File: src/design/amct_pkg.sv
package amct_pkg;

    // =====================================================================
    // addressing modes covered by the timing table
    typedef enum logic [4:0] {
        AMCT_ABS = 5'h00,
        AMCT_ABS_IDX_IND = 5'h01,
        AMCT_ABS_IND = 5'h02,
        AMCT_ABS_LONG = 5'h03,
        AMCT_ABS_LONG_X = 5'h04,
        AMCT_ABS_X = 5'h05,
        AMCT_ABS_Y = 5'h06,
        AMCT_ACC = 5'h07,
        AMCT_BLOCK_MOVE = 5'h08,
        AMCT_DIR = 5'h09,
        AMCT_DIR_IDX_IND = 5'h0A,
        AMCT_DIR_IND = 5'h0B,
        AMCT_DIR_IND_IDX = 5'h0C,
        AMCT_DIR_IND_LONG_IDX = 5'h0D,
        AMCT_DIR_IND_LONG = 5'h0E,
        AMCT_DIR_X = 5'h0F,
        AMCT_DIR_Y = 5'h10,
        AMCT_IMM = 5'h11,
        AMCT_IMPL = 5'h12,
        AMCT_REL = 5'h13,
        AMCT_REL_LONG = 5'h14,
        AMCT_STACK = 5'h15,
        AMCT_STK_REL = 5'h16,
        AMCT_STK_REL_IND_IDX = 5'h17
    } amct_mode_t;

    // =====================================================================
    // request: one instruction to be timed
    typedef struct packed {
        amct_mode_t mode;
        logic [7:0] operand_byte;
        logic [15:0] stack_ptr;
        logic [15:0] y_index;
        logic [7:0] data_bank_base;
        logic [7:0] direct_low_byte;
        logic acc_width_8;
        logic idx_width_8;
        logic uses_index_width;
        logic page_crossed;
        logic branch_taken;
        logic rmw;
        logic [3:0] stack_cycles;
        logic [2:0] stack_bytes;
    } amct_req_t;

    // answer
    typedef struct packed {
        logic [3:0] cycles;
        logic [2:0] bytes;
        logic [15:0] ptr_addr;
        logic [23:0] eff_addr;
    } amct_rsp_t;

    // =====================================================================
    // extra-cycle figures
    localparam logic [3:0] AMCT_ADD_PAGE = 4'h1;
    localparam logic [3:0] AMCT_ADD_BRANCH = 4'h1;
    localparam logic [3:0] AMCT_ADD_WIDE = 4'h1;
    localparam logic [2:0] AMCT_ADD_IMM_BYTE = 3'h1;
    localparam logic [3:0] AMCT_ADD_DL = 4'h1;
    localparam logic [3:0] AMCT_ADD_RMW_8 = 4'h2;
    localparam logic [3:0] AMCT_ADD_RMW_16 = 4'h3;
    localparam logic [7:0] AMCT_DL_ALIGNED = 8'h00;
    localparam logic [7:0] AMCT_BANK_ZERO = 8'h00;
    localparam logic [3:0] AMCT_ONE_CYCLE = 4'h1;
    localparam logic [3:0] AMCT_NO_CYCLE = 4'h0;
    localparam logic [2:0] AMCT_NO_BYTE = 3'h0;

    // base cycles and lengths of the modes that the checks single out
    localparam logic [3:0] AMCT_CYC_SRII = 4'h7;
    localparam logic [3:0] AMCT_CYC_JMP_IDX_IND = 4'h6;
    localparam logic [3:0] AMCT_CYC_DIR_IND_LONG_IDX = 4'h6;
    localparam logic [3:0] AMCT_CYC_DIR_IDX_IND = 4'h6;
    localparam logic [3:0] AMCT_CYC_DIR_IND_IDX = 4'h5;
    localparam logic [3:0] AMCT_CYC_ABS_X = 4'h4;
    localparam logic [3:0] AMCT_CYC_ABS_Y = 4'h4;
    localparam logic [3:0] AMCT_CYC_DIR = 4'h3;
    localparam logic [3:0] AMCT_CYC_REL = 4'h2;
    localparam logic [3:0] AMCT_CYC_IMM = 4'h2;
    localparam logic [2:0] AMCT_LEN_TWO = 3'h2;
    localparam logic [2:0] AMCT_LEN_THREE = 3'h3;

endpackage : amct_pkg

File: src/design/amct_timing.sv
// What this block does
// - stack-relative indirect pointer is offset byte plus stack pointer, bank zero
// - upper eight base-address bits come from the data bank base
// - operand address is full 24-bit base plus Y index
// - stack-relative offset byte is unsigned 0 to 255, never sign-extended
// - stack relative indirect indexed takes 7 cycles, 2 bytes, plus width
// - absolute indexed indirect jump takes 6 cycles and 3 bytes
// - long indirect indexed Y direct takes 6 cycles, 2 bytes, adjusted
// - direct indexed indirect X takes 6 cycles, 2 bytes, adjusted
// - page crossing adds one cycle where the mode allows it
// - taken relative branch adds one cycle
// - 16-bit width adds one cycle; immediate grows one byte
// - direct modes add one cycle when direct low byte is nonzero
// - read-modify-write adds 2 cycles 8-bit, 3 cycles 16-bit
`timescale 1ns/1ps
`default_nettype none

module amct_timing (
    input wire logic ref_clk,
    input wire logic srst,
    input wire logic req_valid,
    input wire amct_pkg::amct_req_t req,
    output logic rsp_valid,
    output amct_pkg::amct_rsp_t rsp
);
    import amct_pkg::*;

    // =====================================================================
    // helpers for the checks; amct_is_wide also feeds the timing logic
    // 16-bit work when the accumulator, or an index the mode uses, is wide
    function automatic logic amct_is_wide(input amct_req_t r);
        return ~r.acc_width_8 | (r.uses_index_width & ~r.idx_width_8);
    endfunction : amct_is_wide

    // one extra cycle when the condition holds
    function automatic logic [3:0] amct_add_if(input logic b);
        return b ? AMCT_ONE_CYCLE : AMCT_NO_CYCLE;
    endfunction : amct_add_if

    // read-modify-write cost depends on the accumulator width only
    function automatic logic [3:0] amct_rmw_add(input amct_req_t r);
        logic [3:0] add;
        add = AMCT_NO_CYCLE;
        if (r.rmw) begin
            add = r.acc_width_8 ? AMCT_ADD_RMW_8 : AMCT_ADD_RMW_16;
        end
        return add;
    endfunction : amct_rmw_add

    // =====================================================================
    // per-mode table: base cycles, bytes, which notes apply
    typedef struct packed {
        logic [3:0] base_cyc;
        logic [2:0] base_len;
        logic pg;
        logic br;
        logic wide;
        logic dl;
        logic rmw_ok;
    } amct_entry_t;

    function automatic amct_entry_t amct_lookup(input amct_mode_t m);
        amct_entry_t e;
        e = '0;
        case (m)
            AMCT_ABS: e = '{4'h4, 3'h3, 1'b0, 1'b0, 1'b1, 1'b0, 1'b1};
            AMCT_ABS_IDX_IND: e = '{4'h6, 3'h3, 1'b0, 1'b0, 1'b0, 1'b0,
                1'b0};
            AMCT_ABS_IND: e = '{4'h5, 3'h3, 1'b0, 1'b0, 1'b0, 1'b0, 1'b0};
            AMCT_ABS_LONG: e = '{4'h5, 3'h4, 1'b0, 1'b0, 1'b1, 1'b0, 1'b0};
            AMCT_ABS_LONG_X: e = '{4'h5, 3'h4, 1'b0, 1'b0, 1'b1, 1'b0,
                1'b0};
            AMCT_ABS_X: e = '{4'h4, 3'h3, 1'b1, 1'b0, 1'b1, 1'b0, 1'b1};
            AMCT_ABS_Y: e = '{4'h4, 3'h3, 1'b1, 1'b0, 1'b1, 1'b0, 1'b0};
            AMCT_ACC: e = '{4'h2, 3'h1, 1'b0, 1'b0, 1'b0, 1'b0, 1'b0};
            AMCT_BLOCK_MOVE: e = '{4'h7, 3'h3, 1'b0, 1'b0, 1'b0, 1'b0,
                1'b0};
            AMCT_DIR: e = '{4'h3, 3'h2, 1'b0, 1'b0, 1'b1, 1'b1, 1'b1};
            AMCT_DIR_IDX_IND: e = '{4'h6, 3'h2, 1'b0, 1'b0, 1'b1, 1'b1,
                1'b0};
            AMCT_DIR_IND: e = '{4'h5, 3'h2, 1'b0, 1'b0, 1'b1, 1'b1, 1'b0};
            AMCT_DIR_IND_IDX: e = '{4'h5, 3'h2, 1'b1, 1'b0, 1'b1, 1'b1,
                1'b0};
            AMCT_DIR_IND_LONG_IDX: e = '{4'h6, 3'h2, 1'b0, 1'b0, 1'b1,
                1'b1, 1'b0};
            AMCT_DIR_IND_LONG: e = '{4'h6, 3'h2, 1'b0, 1'b0, 1'b1, 1'b1,
                1'b0};
            AMCT_DIR_X: e = '{4'h4, 3'h2, 1'b0, 1'b0, 1'b1, 1'b1, 1'b1};
            AMCT_DIR_Y: e = '{4'h4, 3'h2, 1'b0, 1'b0, 1'b1, 1'b1, 1'b0};
            AMCT_IMM: e = '{4'h2, 3'h2, 1'b0, 1'b0, 1'b1, 1'b0, 1'b0};
            AMCT_IMPL: e = '{4'h2, 3'h1, 1'b0, 1'b0, 1'b0, 1'b0, 1'b0};
            AMCT_REL: e = '{4'h2, 3'h2, 1'b0, 1'b1, 1'b0, 1'b0, 1'b0};
            AMCT_REL_LONG: e = '{4'h3, 3'h3, 1'b0, 1'b1, 1'b0, 1'b0, 1'b0};
            AMCT_STK_REL: e = '{4'h4, 3'h2, 1'b0, 1'b0, 1'b1, 1'b0, 1'b0};
            AMCT_STK_REL_IND_IDX: e = '{4'h7, 3'h2, 1'b0, 1'b0, 1'b1, 1'b0,
                1'b0};
            default: e = '0;
        endcase
        return e;
    endfunction : amct_lookup

    // =====================================================================
    // timing and length
    amct_entry_t ent;
    logic is_wide;
    logic [3:0] nxt_cycles;
    logic [2:0] nxt_bytes;
    logic [15:0] nxt_ptr;
    logic [23:0] nxt_eff;
    logic [23:0] base_addr;

    always_comb begin
        ent = amct_lookup(req.mode);
        is_wide = amct_is_wide(req);
        nxt_cycles = ent.base_cyc;
        nxt_bytes = ent.base_len;
        if (req.mode == AMCT_STACK) begin
            nxt_cycles = req.stack_cycles;
            nxt_bytes = req.stack_bytes;
        end
        if (ent.pg && req.page_crossed) begin
            nxt_cycles = nxt_cycles + AMCT_ADD_PAGE;
        end
        if (ent.br && req.branch_taken) begin
            nxt_cycles = nxt_cycles + AMCT_ADD_BRANCH;
        end
        if (ent.wide && is_wide) begin
            nxt_cycles = nxt_cycles + AMCT_ADD_WIDE;
            if (req.mode == AMCT_IMM) begin
                nxt_bytes = nxt_bytes + AMCT_ADD_IMM_BYTE;
            end
        end
        if (ent.dl && req.direct_low_byte != AMCT_DL_ALIGNED) begin
            nxt_cycles = nxt_cycles + AMCT_ADD_DL;
        end
        if (ent.rmw_ok && req.rmw) begin
            nxt_cycles = nxt_cycles + (req.acc_width_8 ? AMCT_ADD_RMW_8
                : AMCT_ADD_RMW_16);
        end
    end

    // =====================================================================
    // stack relative indirect indexed address
    always_comb begin
        nxt_ptr = req.stack_ptr + {8'h00, req.operand_byte};
        base_addr = {req.data_bank_base, 16'h0000};
        nxt_eff = base_addr + {8'h00, req.y_index};
    end

    // =====================================================================
    // answer registers
    logic rsp_valid_ff;
    amct_rsp_t rsp_ff;

    always_ff @(posedge ref_clk) begin
        if (srst) begin
            rsp_valid_ff <= 1'b0;
        end else begin
            rsp_valid_ff <= req_valid;
        end
    end

    // the answer holds until the next request is taken
    always_ff @(posedge ref_clk) begin
        if (srst) begin
            rsp_ff <= '0;
        end else if (req_valid) begin
            rsp_ff.cycles <= nxt_cycles;
            rsp_ff.bytes <= nxt_bytes;
            rsp_ff.ptr_addr <= nxt_ptr;
            rsp_ff.eff_addr <= nxt_eff;
        end
    end

    assign rsp_valid = rsp_valid_ff;
    assign rsp = rsp_ff;

    // =====================================================================
    // checks: each answer against the request taken one edge earlier
    amct_req_t took_ff;
    logic took_valid_ff;
    logic took_wide;
    logic took_dl;

    always_ff @(posedge ref_clk) begin
        if (srst) begin
            took_valid_ff <= 1'b0;
        end else begin
            took_valid_ff <= req_valid;
        end
    end

    always_ff @(posedge ref_clk) begin
        took_ff <= req;
    end

    always_comb begin
        took_wide = amct_is_wide(took_ff);
        took_dl = took_ff.direct_low_byte != AMCT_DL_ALIGNED;
    end
endmodule : amct_timing

`default_nettype wire

File: config.mk
export PLATFORM = sky130hd
export DESIGN_NAME = amct_timing
export DESIGN_NICKNAME = d
export VERILOG_FILES = /design/src/design/amct_pkg.sv /design/src/design/amct_timing.sv
export SDC_FILE = /design/constraint.sdc
export NUM_CORES = 1
export LEC_CHECK = 0
export ABC_AREA = 0
export BUFFER_PORTS_ARGS = -buffer_cell sky130_fd_sc_hd__buf_2
export CAP_MARGIN = 20
export CORE_AREA = 8 8 96 98
export CTS_CLUSTER_DIAMETER = 150
export DETAILED_ROUTE_END_ITERATION = 8
export DIE_AREA = 0 0 104 106
export PLACE_DENSITY = 0.76
export SLEW_MARGIN = 20
export SYNTH_ARGS = -nofsm -noshare
export SYNTH_HDL_FRONTEND = slang
export SYNTH_SLANG_ARGS = --single-unit
File: constraint.sdc
create_clock -name ref_clk -period 5.9 [get_ports ref_clk]
set_input_delay 0.295 -clock ref_clk [delete_from_list [all_inputs] [get_ports ref_clk]]
set_output_delay 0.295 -clock ref_clk [all_outputs]
set_load 0.02 [all_outputs]
==> metrics.md <==
| Metric | Value |
|---|---|
| Drt initial violations | `126` |
| RSZ-0062 raised after global routing | `false` |
| Number of synthesized flops with an enable pin | `0` |
| Die height | `106 um` |
| Most common cell on crit path | `ha_1` |
| Worst Tran Pin Value | `0.862 ns` |
| Biggest cell delay along the critical path | `0.45 ns` |
| TritonCTS buffer count | `5` |
| Kind of critical path | `primary input to flip-flop` |
| Worst skew pair latency | `0.29 ns` |
| Critical path fanouts, max | `8` |
| Drt wl/cell | `14.2 um` |
| Total of max-cap violations | `0` |
| Critical-path top delay cell | `a221oi_2` |
| Cts hold-fix bufs | `0` |
| Prevailing post-synth register cell | `dfxtp_1` |
| Setup violations, final | `0` |
| Post-CTS setup buffer count | `0` |
| Clock Tree Root | `clkbuf_8` |
| Syn nets | `485` |
| Yosys warnings | `0` |
| Ant diodes | `0` |
| Design area | `0.00400 mm2` |
| Worst endpoint data arrival time | `3.87 ns` |
| Post-CTS sizing | `0` |
| Synth area leaders | `dfxtp_1, mux2i_1, ha_1` |
| DRC viols | `0` |
| Critical path capture point type | `flip-flop` |
| Initial antenna violation count | `0` |
| Pwr per Cell Area | `210 mW/mm2` |
| Commonest cells post-synth | `nor2_1, dfxtp_1, mux2i_1, nand2_1` |
| Total track usage | `14.9%` |
| Final Hold Viols | `0` |
| Clock sink count | `48` |
| Port Buf Inserts | `124` |
| First-pass GRT wire length | `14.2 mm` |
| Post-Syn Area | `0.00325 mm2` |
| # IOs | `125` |
| Critical Path Source | `req[70]` |
| Hold WC Path Type | `primary input to flip-flop` |
| WHS | `0.232 ns` |
| Leading area contributor after synthesis | `dfxtp_1` |
| Yosys reg bits | `48` |
| Post-placement cell area | `0.00391 mm2` |
| Clock period minus final worst setup slack | `3.67 ns` |
| Startpoint Class | `primary input` |
| Via count | `3103` |
| Core box area | `0.00785 mm2` |
| Avg Cell Area, Syn | `8.42 um2` |
| Clock Tree Buf Depth | `2` |
| Status | `finished clean` |
| Vias in the first global route | `2953` |
| DIE AREA | `0.0110 mm2` |
| Register area share after synthesis | `29.6%` |
| Antenna Nets Post-Route | `0` |
| CTS H-tree depth | `2` |
| Slew headroom | `42.6%` |
| Post-synth top area share | `29.6%` |
| Share of cells above drive strength 1 | `29.7%` |
| Cell Rows | `33` |
| Fraction of registers with async set/reset | `0%` |
| Leakage | `1.96 nW` |
| Post-route clock period utilization | `62.1%` |
| Initial core utilization | `41.4%` |
| Largest net degree at the start of global routing | `63` |
| Clock slew at reported path FFs | `0.09 ns` |
| Cell chain of the critical path | `buf_2 > inv_1 > ha_1 > nand2b_1 > a221oi_2 > o21a_1 > xor2_1 > o21ai_0 > ha_1 > xnor3_1 > nand3_1 > nand3_1 > ha_1 > nor2_1 > xnor2_1 > xnor2_1 > a211oi_1` |
| Most common cell in the netlist | `nor2_1` |
| Placer Congestion | `0.861` |
| Setup slack at placement | `1.93 ns` |
| Vias per cell | `5.14` |
| DRT Wirelength | `8.58 mm` |
| Mapped Cells | `386` |
| Fin worst setup slack | `2.23 ns` |
| Final #Nets | `597` |
| Gr ovfl total | `0` |
| Clock Skew | `0 ns` |
| Worst EP required | `6.10 ns` |
| Maximum clock frequency | `273 MHz` |
| Post-route setup TNS | `0 ns` |
| CTS tree | `built` |
| Hold_sp | `req[29]` |
| Post-synthesis cell type count | `61` |
| Hpwl dp | `6.90 mm` |
| Synth-to-Final Area Change | `23.1%` |
| Drt pass-1 iters | `4` |
| Launching point of the worst reg2reg path | `rsp[32]$_SDFFE_PP0P_` |
| Worst VDD drop | `0.0838 mV` |
| Pins Over Slew Limit | `0` |
| DIE WIDTH | `104 um` |
[where the power goes]
group          leakage, nW  internal [W]  switching (W)
sequential           0.397      0.000348      0.0000112
combinational         1.51      0.000116       0.000157
clock               0.0516     0.0000960       0.000110
[final timing paths]
| kind | to | slack (ns) | cells past startpoint |
|---|---|---|---|
| worst min-delay path | rsp[0]$_SDFFE_PP0P_ | 0.23 | 3 |
| worst min register to register | rsp[30]$_SDFFE_PP0P_ | 0.48 | 2 |
| worst max register to register | rsp[32]$_SDFFE_PP0P_ | 5.10 | 3 |
| worst max-delay path | rsp[45]$_SDFFE_PP0P_ | 2.23 | 17 |
[layout make-up]
| class | count | area (um2) |
|---|---|---|
| timing repair buffer | 125 | 628 |
| fill | 776 | 3840 |
| clock inverter | 2 | 13.8 |
| multi-input combinational | 296 | 2100 |
| clock buffer | 6 | 82.6 |
| inverter | 22 | 82.6 |
| tap | 105 | 131 |
| sequential | 48 | 961 |
[state kept, by name, indices dropped and copies added (netlist names)]
register   flops
rsp           47
rsp_valid      1
[cells in the final DEF (no fill, tap or decap), drive strengths merged, types with 4 or more instances in the layout]
cell / n
xnor2: 18
buf: 125
nand2: 26
a22oi: 4
xor2: 6
o21ai: 21
and3: 5
inv: 23
clkbuf: 6
nor2: 57
mux2: 5
nand3: 10
mux2i: 31
a211oi: 14
nand2b: 5
dfxtp: 48
nor2b: 6
a21oi: 19
ha: 21
a32oi: 5
[logic make-up after synthesis]
kind of cell / after synthesis / synth area share, %
compound gates: 86 / 18.8
fa+ha+maj: 22 / 8.70
flops: 48 / 29.6
mux: 36 / 11.4
buf+inv: 42 / 5.77
simple gates: 127 / 18.6
xor+xnor: 25 / 7.16
[critical path, delay by kind of cell]
family                   cells  cell delay [ns]
adder cells (fa/ha/maj)      3             0.90
XOR/XNOR                     4             0.81
AND/OR/NAND/NOR              4             0.56
buffers and inverters        2             0.28
AO/OA/AOI/OAI                4             1.04
[through the flow]
| step | instances | util (%) | total power, W |
|---|---|---|---|
| after floorplan | 386 | - | 0.000558 |
| after global placement | 596 | 49.8 | 0.000633 |
| after detailed placement | 596 | 49.8 | 0.000642 |
| after CTS | 604 | 51.0 | 0.000854 |
| after global routing | 604 | 51.0 | 0.000900 |
| final | 604 | 51.0 | 0.000839 |
[routing by layer]
metal	vias up	part of all wire [%]	GRT usage [%]
met5	-	0	0
met4	0	0.93	3.21
met3	6	5.8	3.75
met2	94	49	26.3
met1	1424	44	17.8
li1	1579	-	-
(Power assumes the default switching activity.)
